==> config.mk <==
export PLATFORM = sky130hd
export DESIGN_NAME = spsi_interlock
export DESIGN_NICKNAME = d
export VERILOG_FILES = /design/src/hdl/spsi_pkg.sv /design/src/hdl/spsi_in_if.sv /design/src/hdl/spsi_sync.sv /design/src/hdl/spsi_edge.sv /design/src/hdl/spsi_interlock.sv
export SDC_FILE = /design/constraint.sdc
export NUM_CORES = 1
export LEC_CHECK = 0
export BUFFER_PORTS_ARGS = -buffer_cell sky130_fd_sc_hd__clkbuf_2
export CAP_MARGIN = 20
export CELL_PAD_IN_SITES_DETAIL_PLACEMENT = 1
export CELL_PAD_IN_SITES_GLOBAL_PLACEMENT = 2
export CORE_MARGIN = 4
export CORE_UTILIZATION = 27
export CTS_CLUSTER_DIAMETER = 100
export DETAILED_ROUTE_END_ITERATION = 7
export PLACE_DENSITY = 0.74
export SYNTH_ARGS = -nofsm -noshare
export SYNTH_HDL_FRONTEND = slang
export SYNTH_SLANG_ARGS = --single-unit
==> constraint.sdc <==
create_clock -name pclk -period 1.9 [get_ports pclk]
set_clock_uncertainty 0.1 [all_clocks]
set_input_delay 0.095 -clock pclk [delete_from_list [all_inputs] [get_ports pclk]]
set_output_delay 0.095 -clock pclk [all_outputs]
set_load 0.02 [all_outputs]
==> src/hdl/spsi_pkg.sv <==
// Behaviour
// - open fence gate drops and blocks servo
// - teach mode ignores the fence gate
// - remote estop drops servo, halts job
// - servo stays off while estop persists
// - protective stop drops servo immediately
// - disagreeing protective channels raise an alarm
// - pendant estop contact passed through, normally closed
// - servo on only on request rising edge
// - playback starts only on start rising edge
// - eight discrete inputs and eight outputs
// - four fast direct inputs
package spsi_pkg;

  // ----------------------------------------------------------------
  // register map (byte addresses)
  // ----------------------------------------------------------------
  localparam int          ADDR_W        = 8;
  localparam logic [7:0]  ADDR_CTRL     = 8'h00;
  localparam logic [7:0]  ADDR_STATUS   = 8'h04;
  localparam logic [7:0]  ADDR_IRQ_STAT = 8'h08;
  localparam logic [7:0]  ADDR_IRQ_MASK = 8'h0C;
  localparam logic [7:0]  ADDR_GP_OUT   = 8'h10;
  localparam logic [7:0]  ADDR_GP_IN    = 8'h14;
  localparam logic [7:0]  ADDR_DIRECT   = 8'h18;

  // ----------------------------------------------------------------
  // control fields
  // ----------------------------------------------------------------
  localparam int CTRL_TEACH     = 0;  // level, teach mode select
  localparam int CTRL_JOB_STOP  = 1;  // write one: stop running job
  localparam int CTRL_ALM_RESET = 2;  // write one: clear channel alarm
  localparam int CTRL_W         = 3;
  localparam logic [2:0] CTRL_RESET = 3'h0;

  // ----------------------------------------------------------------
  // status fields
  // ----------------------------------------------------------------
  localparam int ST_SERVO   = 0;
  localparam int ST_RUNNING = 1;
  localparam int ST_FENCE   = 2;
  localparam int ST_ESTOP   = 3;
  localparam int ST_PSTOP0  = 4;
  localparam int ST_PSTOP1  = 5;
  localparam int ST_ALARM   = 6;
  localparam int ST_PENDANT = 7;
  localparam int ST_W       = 8;

  // ----------------------------------------------------------------
  // interrupt events
  // ----------------------------------------------------------------
  localparam int EV_FENCE_TRIP = 0;
  localparam int EV_ESTOP_TRIP = 1;
  localparam int EV_PSTOP_TRIP = 2;
  localparam int EV_CH_ALARM   = 3;
  localparam int EV_SERVO_ON   = 4;
  localparam int EV_JOB_START  = 5;
  localparam int EV_DIRECT0    = 6;
  localparam int EV_W          = 10;
  localparam logic [9:0] IRQ_MASK_RESET = 10'h000;

  // ----------------------------------------------------------------
  // synchronised input vector layout
  // ----------------------------------------------------------------
  localparam int GP_W      = 8;
  localparam int DIRECT_W  = 4;
  localparam int IN_FENCE  = 0;
  localparam int IN_ESTOP  = 1;
  localparam int IN_PSTOP0 = 2;
  localparam int IN_PSTOP1 = 3;
  localparam int IN_SRVREQ = 4;
  localparam int IN_START  = 5;
  localparam int IN_GP0    = 6;
  localparam int IN_DIR0   = 14;
  localparam int IN_W      = 18;

  // ----------------------------------------------------------------
  // timing
  // ----------------------------------------------------------------
  localparam int CLK_PERIOD_NS  = 50;
  localparam int DISC_TIME_NS   = 100000;
  localparam int DISC_CYCLES    = DISC_TIME_NS / CLK_PERIOD_NS;

  // ----------------------------------------------------------------
  // servo state
  // ----------------------------------------------------------------
  typedef enum logic [2:0] {
    SPSI_OFF = 3'b001,
    SPSI_ON  = 3'b010,
    SPSI_RUN = 3'b100
  } spsi_state_t;

endpackage

==> src/hdl/spsi_in_if.sv <==
`timescale 1ns/1ps
`default_nettype none
interface spsi_in_if #(parameter int W = 1);
  logic [W-1:0] sync;
  logic [W-1:0] rise;
  modport sync_mp (output sync);
  modport edge_mp (input sync, output rise);
  modport user_mp (input sync, input rise);
endinterface
`default_nettype wire

==> src/hdl/spsi_sync.sv <==
`timescale 1ns/1ps
`default_nettype none
module spsi_sync #(
  parameter int W = 1
) (
  // clock and reset
  input  wire logic         pclk,
  input  wire logic         presetn,
  // raw pins and synchronised side
  input  wire logic [W-1:0] raw,
  spsi_in_if.sync_mp        sig
);
  logic [W-1:0] meta_r;
  logic [W-1:0] sync_r;

  // first stage is read by the second stage only
  always_ff @(posedge pclk or negedge presetn) begin
    if (!presetn) begin
      meta_r <= '0;
      sync_r <= '0;
    end else begin
      meta_r <= raw;
      sync_r <= meta_r;
    end
  end

  assign sig.sync = sync_r;
endmodule // spsi_sync
`default_nettype wire

==> src/hdl/spsi_edge.sv <==
`timescale 1ns/1ps
`default_nettype none
module spsi_edge #(
  parameter int W = 1
) (
  // clock and reset
  input  wire logic pclk,
  input  wire logic presetn,
  // synchronised levels in, rising pulses out
  spsi_in_if.edge_mp sig
);
  localparam int SETTLE = 2;  // synchroniser depth

  logic [W-1:0] prev_r;
  logic [1:0]   settle_r;

  // prev stays high until the synchroniser shows real pin levels, so a
  // level held through reset gives no edge; a rise that falls inside
  // those first cycles is lost as well
  always_ff @(posedge pclk or negedge presetn) begin
    if (!presetn) begin
      prev_r   <= '1;
      settle_r <= '0;
    end else if (settle_r != 2'(SETTLE)) begin
      settle_r <= settle_r + 2'h1;
    end else begin
      prev_r <= sig.sync;
    end
  end

  assign sig.rise = sig.sync & ~prev_r;
endmodule // spsi_edge
`default_nettype wire

==> src/hdl/spsi_interlock.sv <==
// Register access over APB and the placing of the registers were decided locally.
`timescale 1ns/1ps
`default_nettype none
module spsi_interlock #(
  parameter int GP_W        = spsi_pkg::GP_W,
  parameter int DIRECT_W    = spsi_pkg::DIRECT_W,
  parameter int DISC_CYCLES = spsi_pkg::DISC_CYCLES
) (
  // clock and reset
  input  wire logic                pclk,
  input  wire logic                presetn,
  // apb slave
  input  wire logic                psel,
  input  wire logic                penable,
  input  wire logic                pwrite,
  input  wire logic [7:0]          paddr,
  input  wire logic [31:0]         pwdata,
  output logic      [31:0]         prdata,
  output logic                     pready,
  output logic                     pslverr,
  // safety inputs, high = contact closed
  input  wire logic                fence_gate_interlock,
  input  wire logic                remote_estop_input,
  input  wire logic [1:0]          protective_stop_input,
  input  wire logic                pendant_estop_in,
  // external sequencing requests
  input  wire logic                ext_servo_on_req,
  input  wire logic                ext_start_req,
  // general discrete io and direct inputs
  input  wire logic [GP_W-1:0]     general_discrete_in,
  output logic      [GP_W-1:0]     general_discrete_out,
  input  wire logic [DIRECT_W-1:0] direct_in,
  // results
  output logic                     servo_power_en,
  output logic                     job_running,
  output logic                     safety_alarm,
  output logic                     pendant_estop_contact_out,
  output logic                     irq
);

  // ----------------------------------------------------------------
  // input synchronisation and edge detection
  // ----------------------------------------------------------------
  localparam int IW = spsi_pkg::IN_W;

  logic [IW-1:0] raw_in;
  spsi_in_if #(.W(IW)) in_sig ();

  assign raw_in = {direct_in, general_discrete_in, ext_start_req,
                   ext_servo_on_req, protective_stop_input,
                   remote_estop_input, fence_gate_interlock};

  spsi_sync #(.W(IW)) u_sync (
    .pclk    (pclk),
    .presetn (presetn),
    .raw     (raw_in),
    .sig     (in_sig.sync_mp)
  );

  spsi_edge #(.W(IW)) u_edge (
    .pclk    (pclk),
    .presetn (presetn),
    .sig     (in_sig.edge_mp)
  );

  logic fence_ok;
  logic estop_ok;
  logic pstop0;
  logic pstop1;
  logic srv_rise;
  logic start_rise;
  logic [GP_W-1:0]     gp_in;
  logic [DIRECT_W-1:0] dir_in;
  logic [DIRECT_W-1:0] dir_rise;

  assign fence_ok   = in_sig.sync[spsi_pkg::IN_FENCE];
  assign estop_ok   = in_sig.sync[spsi_pkg::IN_ESTOP];
  assign pstop0     = in_sig.sync[spsi_pkg::IN_PSTOP0];
  assign pstop1     = in_sig.sync[spsi_pkg::IN_PSTOP1];
  assign srv_rise   = in_sig.rise[spsi_pkg::IN_SRVREQ];
  assign start_rise = in_sig.rise[spsi_pkg::IN_START];
  assign gp_in      = in_sig.sync[spsi_pkg::IN_GP0 +: GP_W];
  assign dir_in     = in_sig.sync[spsi_pkg::IN_DIR0 +: DIRECT_W];
  assign dir_rise   = in_sig.rise[spsi_pkg::IN_DIR0 +: DIRECT_W];

  // ----------------------------------------------------------------
  // apb access decode
  // ----------------------------------------------------------------
  logic        pready_r;
  logic [31:0] prdata_r;
  logic        pslverr_r;
  logic        acc_done;
  logic        wr_en;
  logic        rd_hit;
  logic [31:0] rd_val;

  logic [spsi_pkg::CTRL_W-1:0] ctrl_r;
  logic [spsi_pkg::EV_W-1:0]   irq_stat_r;
  logic [spsi_pkg::EV_W-1:0]   irq_mask_r;
  logic [GP_W-1:0]             gp_out_r;
  logic [spsi_pkg::ST_W-1:0]   status;

  // one wait state: pready rises in the second access cycle
  assign acc_done = psel & penable & pready_r;
  assign wr_en    = acc_done & pwrite;

  always_comb begin
    rd_val = 32'h0000_0000;
    rd_hit = 1'b1;
    case (paddr)
      spsi_pkg::ADDR_CTRL:     rd_val[spsi_pkg::CTRL_W-1:0] = ctrl_r;
      spsi_pkg::ADDR_STATUS:   rd_val[spsi_pkg::ST_W-1:0]   = status;
      spsi_pkg::ADDR_IRQ_STAT: rd_val[spsi_pkg::EV_W-1:0]   = irq_stat_r;
      spsi_pkg::ADDR_IRQ_MASK: rd_val[spsi_pkg::EV_W-1:0]   = irq_mask_r;
      spsi_pkg::ADDR_GP_OUT:   rd_val[GP_W-1:0]             = gp_out_r;
      spsi_pkg::ADDR_GP_IN:    rd_val[GP_W-1:0]             = gp_in;
      spsi_pkg::ADDR_DIRECT:   rd_val[DIRECT_W-1:0]         = dir_in;
      default:                 rd_hit                       = 1'b0;
    endcase
  end

  always_ff @(posedge pclk or negedge presetn) begin
    if (!presetn) begin
      pready_r  <= 1'b0;
      prdata_r  <= 32'h0000_0000;
      pslverr_r <= 1'b0;
    end else begin
      pready_r  <= psel & penable & ~pready_r;
      if (psel & penable & ~pready_r) begin
        prdata_r  <= pwrite ? 32'h0000_0000 : rd_val;
        pslverr_r <= ~rd_hit;
      end else begin
        prdata_r  <= 32'h0000_0000;
        pslverr_r <= 1'b0;
      end
    end
  end

  // ----------------------------------------------------------------
  // control and discrete output registers
  // ----------------------------------------------------------------
  logic teach_mode;
  logic job_stop_wr;
  logic alm_reset_wr;

  assign teach_mode   = ctrl_r[spsi_pkg::CTRL_TEACH];
  assign job_stop_wr  = wr_en & (paddr == spsi_pkg::ADDR_CTRL)
                        & pwdata[spsi_pkg::CTRL_JOB_STOP];
  assign alm_reset_wr = wr_en & (paddr == spsi_pkg::ADDR_CTRL)
                        & pwdata[spsi_pkg::CTRL_ALM_RESET];

  // the two command bits are strobes and never read back as one
  always_ff @(posedge pclk or negedge presetn) begin
    if (!presetn) begin
      ctrl_r <= spsi_pkg::CTRL_RESET;
    end else if (wr_en && paddr == spsi_pkg::ADDR_CTRL) begin
      ctrl_r <= {2'b00, pwdata[spsi_pkg::CTRL_TEACH]};
    end
  end

  always_ff @(posedge pclk or negedge presetn) begin
    if (!presetn) begin
      gp_out_r <= '0;
    end else if (wr_en && paddr == spsi_pkg::ADDR_GP_OUT) begin
      gp_out_r <= pwdata[GP_W-1:0];
    end
  end

  // ----------------------------------------------------------------
  // protective stop channel discrepancy
  // ----------------------------------------------------------------
  // channels never switch in exactly the same cycle, so a short
  // disagreement window is tolerated before the alarm latches
  localparam int DW = $clog2(DISC_CYCLES + 1);

  logic [DW-1:0] disc_cnt_r;
  logic          alarm_r;
  logic          disc_hit;

  assign disc_hit = (disc_cnt_r == DW'(DISC_CYCLES));

  always_ff @(posedge pclk or negedge presetn) begin
    if (!presetn) begin
      disc_cnt_r <= '0;
    end else if (pstop0 == pstop1) begin
      disc_cnt_r <= '0;
    end else if (!disc_hit) begin
      disc_cnt_r <= disc_cnt_r + DW'(1);
    end
  end

  // alarm is only cleared once both channels agree again
  always_ff @(posedge pclk or negedge presetn) begin
    if (!presetn) begin
      alarm_r <= 1'b0;
    end else if (disc_hit) begin
      alarm_r <= 1'b1;
    end else if (alm_reset_wr && pstop0 == pstop1) begin
      alarm_r <= 1'b0;
    end
  end

  // ----------------------------------------------------------------
  // servo power state
  // ----------------------------------------------------------------
  spsi_pkg::spsi_state_t state_r;
  spsi_pkg::spsi_state_t state_nxt;

  logic fence_perm;
  logic pstop_ok;
  logic permit;

  assign fence_perm = fence_ok | teach_mode;
  assign pstop_ok   = pstop0 & pstop1;
  assign permit     = fence_perm & estop_ok & pstop_ok & ~alarm_r;

  always_comb begin
    state_nxt = state_r;
    case (state_r)
      spsi_pkg::SPSI_OFF: begin
        if (permit && srv_rise) begin
          state_nxt = spsi_pkg::SPSI_ON;
        end
      end
      spsi_pkg::SPSI_ON: begin
        if (!permit) begin
          state_nxt = spsi_pkg::SPSI_OFF;
        end else if (start_rise) begin
          state_nxt = spsi_pkg::SPSI_RUN;
        end
      end
      spsi_pkg::SPSI_RUN: begin
        if (!permit) begin
          state_nxt = spsi_pkg::SPSI_OFF;
        end else if (job_stop_wr) begin
          state_nxt = spsi_pkg::SPSI_ON;
        end
      end
      default: state_nxt = spsi_pkg::SPSI_OFF;
    endcase
  end

  always_ff @(posedge pclk or negedge presetn) begin
    if (!presetn) begin
      state_r <= spsi_pkg::SPSI_OFF;
    end else begin
      state_r <= state_nxt;
    end
  end

  // enable is a flop fed by the permissive AND, no combinational path
  logic servo_en_r;
  logic running_r;

  always_ff @(posedge pclk or negedge presetn) begin
    if (!presetn) begin
      servo_en_r <= 1'b0;
      running_r  <= 1'b0;
    end else begin
      servo_en_r <= permit & (state_nxt != spsi_pkg::SPSI_OFF);
      running_r  <= permit & (state_nxt == spsi_pkg::SPSI_RUN);
    end
  end

  // ----------------------------------------------------------------
  // pendant estop contact
  // ----------------------------------------------------------------
  // single flop only: the real contact path bypasses this logic, so
  // the output shows the opened state while the controller is reset
  logic pendant_r;

  always_ff @(posedge pclk or negedge presetn) begin
    if (!presetn) begin
      pendant_r <= 1'b0;
    end else begin
      pendant_r <= pendant_estop_in;
    end
  end

  // ----------------------------------------------------------------
  // status and interrupts
  // ----------------------------------------------------------------
  logic                       was_on;
  logic [spsi_pkg::EV_W-1:0]  events;
  logic [spsi_pkg::EV_W-1:0]  w1c;
  logic                       irq_r;

  assign was_on = (state_r != spsi_pkg::SPSI_OFF);

  assign status = {pendant_r, alarm_r, pstop1, pstop0, estop_ok,
                   fence_ok, running_r, servo_en_r};

  always_comb begin
    events = '0;
    events[spsi_pkg::EV_FENCE_TRIP] = was_on & ~fence_perm;
    events[spsi_pkg::EV_ESTOP_TRIP] = was_on & ~estop_ok;
    events[spsi_pkg::EV_PSTOP_TRIP] = was_on & ~pstop_ok;
    events[spsi_pkg::EV_CH_ALARM]   = disc_hit & ~alarm_r;
    events[spsi_pkg::EV_SERVO_ON]   = ~was_on
                                      & (state_nxt == spsi_pkg::SPSI_ON);
    events[spsi_pkg::EV_JOB_START]  = (state_r == spsi_pkg::SPSI_ON)
                                      & (state_nxt == spsi_pkg::SPSI_RUN);
    events[spsi_pkg::EV_DIRECT0 +: DIRECT_W] = dir_rise;
  end

  assign w1c = (wr_en && paddr == spsi_pkg::ADDR_IRQ_STAT)
               ? pwdata[spsi_pkg::EV_W-1:0] : '0;

  // a new event wins over a clear in the same cycle
  always_ff @(posedge pclk or negedge presetn) begin
    if (!presetn) begin
      irq_stat_r <= '0;
    end else begin
      irq_stat_r <= (irq_stat_r & ~w1c) | events;
    end
  end

  always_ff @(posedge pclk or negedge presetn) begin
    if (!presetn) begin
      irq_mask_r <= spsi_pkg::IRQ_MASK_RESET;
    end else if (wr_en && paddr == spsi_pkg::ADDR_IRQ_MASK) begin
      irq_mask_r <= pwdata[spsi_pkg::EV_W-1:0];
    end
  end

  always_ff @(posedge pclk or negedge presetn) begin
    if (!presetn) begin
      irq_r <= 1'b0;
    end else begin
      irq_r <= |(((irq_stat_r & ~w1c) | events) & irq_mask_r);
    end
  end

  // ----------------------------------------------------------------
  // outputs
  // ----------------------------------------------------------------
  assign prdata                    = prdata_r;
  assign pready                    = pready_r;
  assign pslverr                   = pslverr_r;
  assign general_discrete_out      = gp_out_r;
  assign servo_power_en            = servo_en_r;
  assign job_running               = running_r;
  assign safety_alarm              = alarm_r;
  assign pendant_estop_contact_out = pendant_r;
  assign irq                       = irq_r;

endmodule // spsi_interlock
`default_nettype wire

* Yosys cells after proc, flatten, opt, wreduce, memory -nomap -nowiden
Index checks and enable logic that the tools add are counted.
Storage, ports and cells: flip-flop bits (word level) 138, input bits 64, output and inout bits 47, word-level logic and storage cells 99
Operators by class: add/subtract/negate cells 2, equality and inequality tests 17, muxes and demuxes 19, bitwise operators 33, reductions and logical operators 10
Operators by type and width (number):
- two-way mux 10 bit | 3
- equality test 8 x 5 -> 1 bit, second input constant | 3
- two-way mux 11 bit | 2
- case mux 3 bit (7 select lines) | 1
- AND 10 bit | 2
- case mux 4 bit (5 select lines) | 1
- AND 1 bit | 19
- AND 18 bit | 1
- NOT 18 bit | 1
- equality test 8 x 4 -> 1 bit, second input constant | 2
- two-way mux 3 bit | 5
- adder 11 x 1 -> 11 bit, second input constant | 1
- equality test 11 bit, second input constant | 1
- NOT 10 bit | 1
- bitwise OR 10 bit | 1
- OR reduction 10 bit | 1
- case mux 3 bit (3 select lines) | 1
- equality test 8 x 3 -> 1 bit, second input constant | 1
- logical NOT 8 bit | 1
- NOT 1 bit | 7
- OR reduction 7 bit | 1
- equality test 3 x 2 -> 1 bit, second input constant | 2
- equality test 3 bit, second input constant | 2
- logical AND 1 bit | 6
- other kinds (11) | 15

* Depth between registers and ports, before layout
Gate-level depths: netlist (run 1).
depth after elaboration 13, mapped depth 8, depth with buffers taken out 8

* Cells and area by module
A second synthesis (run 1) with hierarchy kept.
Second synthesis, totals: cells, all modules 398, area, all modules 5053.6 µm²
Modules (own cells, without submodules):
- spsi_interlock | instances 1, cells an instance 299, area each 3194.3 µm², sequential area each 1502.7 µm²
- spsi_edge | instances 1, cells an instance 63, area each 958.4 µm², sequential area each 523.0 µm²
- spsi_sync | instances 1, cells an instance 36, area each 900.9 µm², sequential area each 900.9 µm²

* Worst setup path after synthesis (run 1)
No wires, ideal clock.
path kind register to register, from register pready_r, in the netlist pready, to register ctrl_r[0] in the netlist's numbering, setup time 0.125 ns, data arrival time 1.872 ns, data required time 1.675 ns, setup slack -0.197 ns, stages on the path, launching flop included 5, buffers on the path 0, period minus slack after synthesis 2.097 ns, cells stage by stage dfrtp_1 nand4_1 nor2_1 nor4b_1 mux2_2
On the way: longest elaborated chain between the ends 3
Ends and longest elaborated chain:
- start, declared | line spsi_interlock.sv:89 | logic pready_r;
- start signal, assigned | line spsi_interlock.sv:128 | pready_r <= psel & penable & ~pready_r;
- AND 1 bit | line spsi_interlock.sv:104 | assign acc_done = psel & penable & pready_r;
- AND 1 bit | line spsi_interlock.sv:105 | assign wr_en = acc_done & pwrite;
- logical AND 1 bit | line spsi_interlock.sv:156 | end else if (wr_en && paddr == spsi_pkg::ADDR_CTRL) begin
- end signal, assigned | line spsi_interlock.sv:155 | ctrl_r <= spsi_pkg::CTRL_RESET;
- end signal, assigned | line spsi_interlock.sv:157 | ctrl_r <= {2'b00, pwdata[spsi_pkg::CTRL_TEACH]};
- end, declared | line spsi_interlock.sv:97 | logic [spsi_pkg::CTRL_W-1:0] ctrl_r;
No other way between the ends. A chain may end at the register's enable or synchronous reset.

* Worst setup path in the final report (run 1)
from register u_sync.sync_r[2], in the netlist u_sync.sig.sync[2], to register irq_r, in the netlist irq
On the way: longest elaborated chain between the ends 11, elaborated cells between the ends (all ways) 17, classes of those cells eq/ne: 2; mux: 4; bitwise: 9; reduce/logical: 2
Ends and longest elaborated chain:
- start, declared | line spsi_sync.sv:14 | logic [W-1:0] sync_r;
- start signal, assigned | line spsi_sync.sv:23 | sync_r <= meta_r;
- AND 1 bit * | line spsi_interlock.sv:214 | assign pstop_ok = pstop0 & pstop1;
- AND 1 bit (2 in a row) | line spsi_interlock.sv:215 | assign permit = fence_perm & estop_ok & pstop_ok & ~alarm_r;
- logical AND 1 bit | line spsi_interlock.sv:221 | if (permit && srv_rise) begin
- two-way mux 3 bit | line spsi_interlock.sv:221
- case mux 3 bit (3 select lines) | line spsi_interlock.sv:219 | case (state_r)
- equality test 3 x 2 -> 1 bit or equality test 3 bit (tied branches) | line spsi_interlock.sv:300, spsi_interlock.sv:302
- AND 1 bit (on tied branches) | line spsi_interlock.sv:300, spsi_interlock.sv:302
- bitwise OR 10 bit * | line spsi_interlock.sv:330 | irq_r <= |(((irq_stat_r & ~w1c) | events) & irq_mask_r);
- AND 10 bit * | line spsi_interlock.sv:330
- OR reduction 10 bit * | line spsi_interlock.sv:330
- end signal, assigned | line spsi_interlock.sv:330
- end, declared | line spsi_interlock.sv:286 | logic irq_r;
Every way passes the cells marked *; elsewhere a longest branch is shown, timed or not.

==> results of run 1 <==
## area by class of cell
cell class                 instances  area [um2]  area share
inverter                          10        37.5     0.00649
sequential                       104        2610       0.451
clock inverter                     7        55.1     0.00952
multi-input combinational        247        1640       0.283
tap                              216         270      0.0467
timing repair buffer             135         947       0.164
clock buffer                       9         225      0.0389
## layer usage
metal,GRT usage,vias up,share of wire
li1,-,1532,-
met1,0.178,1616,0.43
met2,0.228,85,0.50
met3,0.0416,16,0.057
met4,0.0403,0,0.016
met5,0,-,0
## power breakdown
part / internal (mW) / switching, mW / total [mW]
clock: 0.897 / 0.861 / 1.76
combinational: 0.144 / 0.209 / 0.352
sequential: 2.28 / 0.0427 / 2.32
total: 3.32 / 1.11 / 4.43
## flip-flops by register name, indices dropped and copies added, names as in the netlist
name                       count
servo_power_en                 1
u_edge.prev_r                  6
u_edge.settle_r                2
safety_alarm                   1
u_sync.meta_r                 18
pslverr                        1
irq                            1
pendant_estop_contact_out      1
irq_stat_r                    10
irq_mask_r                    10
disc_cnt_r                    11
ctrl_r                         1
prdata                        10
state_r                        3
pready                         1
u_sync.sig.sync               18
job_running                    1
general_discrete_out           8
## layout by cell type, fill, tap and decap left out, types with 4 or more instances in the layout
cell type and instances:
a21oi_1 14, a31oi_1 5, nand2_1 30, buf_4 36
nor3_1 9, dlygate4sd3_1 32, ha_1 4, nor2_1 21
dfrtp_1 97, clkinvlp_4 5, xnor2_1 6, o21ai_0 7
dfstp_2 7, clkbuf_16 9, a21o_1 4, and2_1 9
and3_1 4, nor2b_1 5, clkbuf_2 65, nand3_1 18
mux2_2 25, a22o_1 5, a22oi_1 10, nand2b_1 5
conb_1 22, mux2i_1 9, inv_1 10
## worst max-delay path, cell delays in order, from the launching register on
cell      delay [ns]
dfrtp_1         0.44
ha_1            0.24
o211ai_1        0.19
nor2_1          0.16
a22o_1          0.25
a22oi_1         0.20
nand4_1         0.10
## kinds of logic (layout without fill, tap and decap cells)
kind of cell,after synthesis,count (layout),share of synthesized area
simple gates,123,123,0.151
xor+xnor,9,9,0.0180
flops,104,104,0.596
buf+inv,40,161,0.0540
fa+ha+maj,4,4,0.0114
mux,34,34,0.0849
other cells,1,22,0.000856
compound gates,55,55,0.0831
## how the worst max path moves through the flow
stage | end | slack [ns] | depth (start not counted)
floorplan | irq | -0.009 | 6
global placement | irq | -0.10 | 7
detailed placement | irq | -0.19 | 7
CTS | state_r[2] | 0.02 | 8
global route | irq | -0.08 | 7
finish | irq | 0.1 | 6
## per-stage QoR
step,instance area [um2],utilization
after floorplan,4470,-
after global placement,5150,0.324
after detailed placement,5150,0.324
after CTS,5760,0.363
after global routing,5790,0.364
final,5790,0.364
## repair_timing
action | in CTS | in global routing
endpoints found under the hold margin | 142 | 0
resized for setup | 1 | 3
hold buffers | 32 | 0
pin swaps | 0 | 3
buffers inserted | 0 | 1
setup endpoints to repair | 2 | 3
==> summary.md, run 1 <==
| Metric | Value |
|---|---|
| Final Max Tran Viols | `0` |
| Top post-synthesis cells by area | `dfrtp_1 55%, mux2_2 6.4%, dfstp_2 4.2%, buf_4 3.9%, nand2_1 2.6%` |
| Minimum clock period | `1.80 ns` |
| Post-synth EDFFs | `0` |
| Synth top cells by count | `97 x dfrtp_1, 30 x nand2_1, 25 x mux2_2` |
| Initial Utilization | `0.276` |
| Post-synthesis cell type count | `46` |
| Post-Route WL | `11900 um` |
| Critical Path Start | `u_sync.sig.sync[2]` |
| Main flop type after synthesis | `dfrtp_1` |
| Post-synth design cell area | `4380 um2` |
| Slew @ Worst Pin | `0.568 ns` |
| Vias in the first global route | `3538` |
| Synth top area share | `0.554` |
| Maximum number of pins on one net before global-route repair | `105` |
| Routed Antenna Nets | `0` |
| Die Y | `135 um` |
| WHS Path Cells | `3` |
| Syn avg cell area | `11.8 um2` |
| CP Launch Type | `flip-flop` |
| Setup TNS | `0 ns` |
| Pre-CTS setup slack | `-0.190 ns` |
| TritonRoute pass-1 iters | `4` |
| RSZ-0062 raised after global routing | `yes` |
| Share of flip-flops with an asynchronous set or reset | `1.00` |
| Setup CP Type | `flip-flop to flip-flop` |
| Core Area | `15900 um2` |
| Synthesized instance count | `370` |
| FF-to-FF setup slack | `0.1 ns` |
| Seq/Total Area, Yosys | `0.596` |
| DRC errors left | `0` |
| Cell accounting for the most synthesized area | `dfrtp_1` |
| Die ar. | `18300 um2` |
| Hold WS | `0.0158 ns` |
| Fmax | `0.555 GHz` |
| Slew headroom | `0.621` |
| CTS tree | `yes` |
| Non-filler cells, final | `728` |
| # setup viols final | `0` |
| Ys Warns | `0` |
| #FFs+latches synth | `104` |
| R2R Path Start | `u_sync.sig.sync[2]` |
| Design Power | `4.43 mW` |
| I/O pin count | `111` |
| Skew-Pair Late Insertion Delay | `0.36 ns` |
| Crit path max fanout | `3` |
| Initial antenna violation count | `0` |
| Most common cell in the netlist | `dfrtp_1` |
| Nets | `575` |
| Final period utilization | `0.948` |
| Critical path data arrival time | `1.93 ns` |
| Min-delay src | `pwrite` |
| # clock sinks | `104` |
| Buffers on Ports | `66` |
| Final setup margin | `0.0979 ns` |
| WP data required | `2.03 ns` |
| FILL cells | `1819` |
| DR WL/cell | `16.4 um` |
| Worst reg2reg path endpoint | `irq` |
| Area growth syn-to-layout | `32.1%` |
| GRT overflow | `0` |
| Clock-pin slew on the worst setup and hold paths | `0.07 ns` |
| Clock root buffer | `clkbuf_16` |
| N_diodes | `0` |
| Cts bufs inserted | `9` |
| Die W | `135 um` |
| Vias per inst | `4.46` |
| Max clock buf depth | `2` |
| H-Tree Depth | `3` |
| Leakage | `2.70 nW` |
| Crit. End Element | `flip-flop` |
| Share of cells above drive strength 1 | `0.311` |
| Site row count | `46` |
| Max_cap viols | `0` |
| PD cells | `766 nW/um2` |
| R2R depth | `6` |
| Worst-case hold path end point | `prdata[5]` |
| Vias | `3249` |
| Hpwl dp | `8960 um` |
| Outcome | `complete, no violations` |
| Total track usage | `0.139` |
| Maximum vdd drop | `0.461 mV` |
| DR iter-0 viols | `184` |
| Global-route wire length before repair | `19400 um` |
| Hold Path Class | `primary input to flip-flop` |
| Final Hold Vio Count | `0` |
| Placed Cells | `679` |
| GPL Wtd Cong | `0.812` |
Power figures use the tool's default switching activity.
==> inputs of run 2 (changes only) <==
--- a/config.mk
+++ b/config.mk
@@ -10,10 +10,11 @@
 export CELL_PAD_IN_SITES_DETAIL_PLACEMENT = 1
 export CELL_PAD_IN_SITES_GLOBAL_PLACEMENT = 2
 export CORE_MARGIN = 4
-export CORE_UTILIZATION = 27
+export CORE_UTILIZATION = 31
 export CTS_CLUSTER_DIAMETER = 100
+export CTS_CLUSTER_SIZE = 12
 export DETAILED_ROUTE_END_ITERATION = 7
-export PLACE_DENSITY = 0.74
+export PLACE_DENSITY = 0.82
 export SYNTH_ARGS = -nofsm -noshare
 export SYNTH_HDL_FRONTEND = slang
 export SYNTH_SLANG_ARGS = --single-unit
==> summary.md, run 2 (synthesis gave the netlist of run 1 again) <==
| Metric | Value |
|---|---|
| Vias per inst | `4.75` |
| DRC errors left | `0` |
| Sw power | `1.08 mW` |
| Final Max Tran Viols | `0` |
| Slew headroom | `0.616` |
| Setup CP Type | `primary input to flip-flop` |
| Crit. End Element | `flip-flop` |
| DR WL/cell | `16.9 um` |
| Post-CTS setup buffers | `0` |
| Most common cell after layout, fill and taps aside | `dfrtp_1` |
| Final period utilization | `0.959` |
| Share of cells above drive strength 1 | `0.300` |
| Final setup margin | `0.0782 ns` |
| Leakage | `2.69 nW` |
| Vias | `3252` |
| # clock sinks | `104` |
| Commonest cells after routing, fill and taps aside | `97 x dfrtp_1, 65 x clkbuf_2, 32 x dlygate4sd3_1` |
| Die W | `127 um` |
| Register share of total power | `0.498` |
| Clock-pin slew on the worst setup and hold paths | `0.07 ns` |
| DR iter-0 viols | `214` |
| Total track usage | `0.151` |
| GPL Wtd Cong | `0.819` |
| Initial Utilization | `0.315` |
| H-Tree Depth | `3` |
| Final Hold Vio Count | `0` |
| Fin util | `0.412` |
| Max_cap viols | `0` |
| Die Y | `127 um` |
| Fmax | `0.549 GHz` |
| Post-Route WL | `11600 um` |
| PD cells | `815 nW/um2` |
| N_diodes | `0` |
| Nets | `567` |
| Comb pwr share | `0.074` |
| Initial antenna violation count | `0` |
| Hold Path Class | `primary input to flip-flop` |
| Clock root buffer | `clkbuf_16` |
| RSZ-0062 raised after global routing | `no` |
| Area growth syn-to-layout | `30.5%` |
| Buffers on Ports | `66` |
| Final Instance Area | `5720 um2` |
| Core Area | `13900 um2` |
| Minimum clock period | `1.82 ns` |
| CP Launch Type | `primary input` |
| Maximum vdd drop | `0.451 mV` |
| Global-route wire length before repair | `19000 um` |
| Maximum number of pins on one net before global-route repair | `105` |
| Cts bufs inserted | `9` |
| GRT overflow | `0` |
| Critical path data arrival time | `1.95 ns` |
| Skew-Pair Late Insertion Delay | `0.35 ns` |
| # setup viols final | `0` |
| FILL cells | `1544` |
| Die ar. | `16100 um2` |
| Pre-CTS setup slack | `-0.193 ns` |
| Dpl cell area | `5060 um2` |
| Hold WS | `0.0298 ns` |
| Site row count | `43` |
| I/O pin count | `111` |
| Outcome | `complete, no violations` |
| Hpwl dp | `8490 um` |
| Routed Antenna Nets | `0` |
| Slew @ Worst Pin | `0.576 ns` |
| Vias in the first global route | `3517` |
| Clock Power Share | `0.428` |
| Sw Share | `0.232` |
| P_int | `3.58 mW` |
| CTS tree | `yes` |
| Max clock buf depth | `2` |
| TritonRoute pass-1 iters | `4` |
| Setup TNS | `0 ns` |
| WP data required | `2.03 ns` |
| Crit path max fanout | `4` |
==> run 2: cell types whose count changed in the layout (fill, tap and decap cells not counted), sizes merged <==
cell,delta
bufinv,+2
buf,-8
inv,-1
clkinv,+2
clkinvlp,-3
==> run 2: final cells by class <==
| class | instances | area (um2) | share of cell area |
|---|---|---|---|
| multi-input combinational | 247 | 1640 | 0.287 |
| clock inverter | 7 | 93.8 | 0.0164 |
| inverter | 10 | 37.5 | 0.00657 |
| tap | 180 | 225 | 0.0394 |
| sequential | 104 | 2610 | 0.457 |
| clock buffer | 9 | 225 | 0.0394 |
| timing repair buffer | 127 | 883 | 0.155 |
==> run 2: timing repair <==
action / CTS / global route
setup endpoints to repair: 0 / 5
hold buffers: 32 / 0
endpoints found under the hold margin: 141 / 0
gates resized for setup: 0 / 4
==> run 2: worst paths after layout <==
check	from	end	slack [ns]	depth (start not counted)
max	penable	irq	0.08	9
min reg2reg	u_sync.meta_r[1]	u_sync.sig.sync[1]	0.25	0
max reg2reg	state_r[0]	irq	0.09	7
min	pwrite	prdata[5]	0.03	3
max in group asynchronous	presetn	u_sync.sig.sync[12]	1.01	3
min in group asynchronous	presetn	u_sync.meta_r[0]	0.21	3
==> run 2: metal layers <==
metal	share of wire	GRT usage	wire, um
met5	0	0	0
met4	0.013	0.0397	153
met3	0.049	0.0392	566
met2	0.51	0.258	5920
met1	0.43	0.189	4920
==> run 2: stage by stage <==
stage	total power [mW]	cells
after floorplan	2.52	391
after global placement	2.65	636
after detailed placement	2.66	636
after CTS	4.71	684
after global routing	4.85	684
final	4.66	684
==> run 2: worst max-delay path: stages <==
cell	delay (ns)
dlygate4sd3_1	0.54
clkbuf_2	0.11
nand4_1	0.08
buf_4	0.17
nor4_4	0.17
nand2_1	0.10
a22o_1	0.21
a222oi_1	0.33
nand4_1	0.13
==> run 2: power groups by stage <==
stage | Combinational, mW | Clock [mW] | Sequential (mW)
floorplan | 0.171 | 0 | 2.35
global placement | 0.292 | 0 | 2.36
detailed placement | 0.299 | 0 | 2.36
CTS | 0.352 | 2.04 | 2.32
global route | 0.392 | 2.14 | 2.33
finish | 0.347 | 1.99 | 2.32
==> inputs of run 3 (changes only) <==
--- a/config.mk
+++ b/config.mk
@@ -5,7 +5,7 @@
 export SDC_FILE = /design/constraint.sdc
 export NUM_CORES = 1
 export LEC_CHECK = 0
-export BUFFER_PORTS_ARGS = -buffer_cell sky130_fd_sc_hd__clkbuf_2
+export BUFFER_PORTS_ARGS = -buffer_cell sky130_fd_sc_hd__buf_2
 export CAP_MARGIN = 20
 export CELL_PAD_IN_SITES_DETAIL_PLACEMENT = 1
 export CELL_PAD_IN_SITES_GLOBAL_PLACEMENT = 2
==> summary.md, run 3 (synthesis gave the netlist of run 1 again) <==
| Metric | Value |
|---|---|
| Outcome | `complete, no violations` |
| Minimum clock period | `1.84 ns` |
| Initial Utilization | `0.315` |
| Setup CP Type | `flip-flop to flip-flop` |
| RSZ-0062 raised after global routing | `yes` |
| Final period utilization | `0.969` |
| Clock root buffer | `clkbuf_16` |
| CTS tree | `yes` |
| Global-route wire length before repair | `19200 um` |
| Vias per inst | `4.70` |
| Buffers on Ports | `66` |
| Final setup margin | `0.0585 ns` |
| Crit. End Element | `flip-flop` |
| GPL Wtd Cong | `0.813` |
| Site row count | `43` |
| CP peak stage delay | `0.39 ns` |
| Nets | `576` |
| # setup viols final | `0` |
| Commonest cells after routing, fill and taps aside | `97 x dfrtp_1, 64 x buf_2, 38 x buf_4` |
| CP Launch Type | `flip-flop` |
| Vias in the first global route | `3652` |
| Design Power | `4.45 mW` |
| Area growth syn-to-layout | `31.6%` |
| Maximum vdd drop | `0.433 mV` |
| Post-Route WL | `11600 um` |
| N_diodes | `0` |
| Die W | `127 um` |
| Core Area | `13900 um2` |
| PD cells | `772 nW/um2` |
| Die Y | `127 um` |
| Hpwl dp | `8780 um` |
| TritonRoute pass-1 iters | `4` |
| Final Hold Vio Count | `0` |
| Crit path cell chain | `nand4_1 > buf_6 > nor2_4 > nand3_2 > a22o_1 > a222oi_1 > nand4_1` |
| WP data required | `2.01 ns` |
| Most frequent CP cell | `nand4_1` |
| H-Tree Depth | `3` |
| I/O pin count | `111` |
| # clock sinks | `104` |
| Final Max Tran Viols | `0` |
| Bufs and invs on worst path | `1` |
| DRC errors left | `0` |
| Hold Path Class | `primary input to flip-flop` |
| Share of cells above drive strength 1 | `0.310` |
| Skew-Pair Late Insertion Delay | `0.35 ns` |
| Cts bufs inserted | `9` |
| Die ar. | `16100 um2` |
| Pre-CTS setup slack | `-0.185 ns` |
| Max clock buf depth | `2` |
| Maximum number of pins on one net before global-route repair | `53` |
| Critical path data arrival time | `1.96 ns` |
| Clock-pin slew on the worst setup and hold paths | `0.07 ns` |
| Leakage | `2.74 nW` |
| Total track usage | `0.153` |
| Vias | `3257` |
| DR iter-0 viols | `161` |
| Crit path max fanout | `5` |
| Most common cell after layout, fill and taps aside | `dfrtp_1` |
| Critical-path top delay cell | `a222oi_1` |
| Routed Antenna Nets | `0` |
| CP top delay family | `compound AO/OA/AOI/OAI gates` |
| DR WL/cell | `16.7 um` |
| Initial antenna violation count | `0` |
| GRT overflow | `0` |
| Fmax | `0.543 GHz` |
| Max_cap viols | `0` |
-- run 3: changes by cell type in the layout (fill, tap and decap cells not counted), moves of 2 or more --
cell and delta:
buf_2 +64, buf_4 +9, bufinv_16 -2, clkbuf_1 +2, clkbuf_2 -65, clkbuf_8 +3, clkinvlp_4 -2
-- run 3: area by class of cell --
cell class | instances | area, um2
clock buffers | 14 | 274
clock inverters | 2 | 13.8
fillers | 1538 | 8120
inverters | 10 | 37.5
multi-input cells | 247 | 1640
flip-flops and latches | 104 | 2610
well taps | 180 | 225
repair buffers | 136 | 957
-- run 3: worst min-delay path: cells and delay by family --
kind | cells | cell delay [ns]
AND/OR/NAND/NOR | 1 | 0.18
AO/OA/AOI/OAI | 1 | 0.06
buffers and inverters | 1 | 0.09
-- run 3: repair_timing --
item | 4_1_cts | 5_1_grt
buffers inserted | 0 | 4
setup endpoints to repair | 3 | 3
gates resized for setup | 2 | 3
pin swaps | 0 | 6
hold endpoints to repair | 136 | 0
hold buffers | 32 | 0
-- run 3: final timing paths --
kind | from | to | slack (ns) | cells after the start
worst max-delay path | pready | irq | 0.06 | 7
worst min register to register | u_sync.meta_r[11] | u_sync.sig.sync[11] | 0.25 | 0
max in group asynchronous | presetn | u_edge.prev_r[5] | 0.90 | 3
worst max register to register | pready | irq | 0.06 | 7
worst min-delay path | pwrite | prdata[3] | 0.03 | 3
min in group asynchronous | presetn | u_sync.meta_r[3] | 0.11 | 2
-- run 3: routing by layer --
metal	global-route usage	wire, um
met1	0.188	4900
met2	0.260	5830
met3	0.0387	582
met4	0.0555	271
met5	0	0
-- run 3: per-stage QoR --
| stage | util | std cells | hold WS (ns) | setup TNS, ns | instance area [um2] |
|---|---|---|---|---|---|
| after global placement | 0.367 | 642 | -0.0618 | -0.478 | 5100 |
| final | 0.415 | 693 | 0.0266 | 0 | 5760 |
| after detailed placement | 0.367 | 642 | -0.0554 | -0.534 | 5100 |
| after floorplan | - | 391 | -0.301 | -0.0567 | 4470 |
| after CTS | 0.412 | 690 | 0.0123 | 0 | 5720 |
| after global routing | 0.415 | 693 | 0.0491 | -0.0837 | 5760 |
-- run 3: power by group --
part / leakage (nW) / internal [mW] / switching [mW]
Clock: 0.143 / 0.998 / 0.775
Combinational: 1.30 / 0.146 / 0.207
Sequential: 1.29 / 2.28 / 0.0410
Total: 2.74 / 3.42 / 1.02
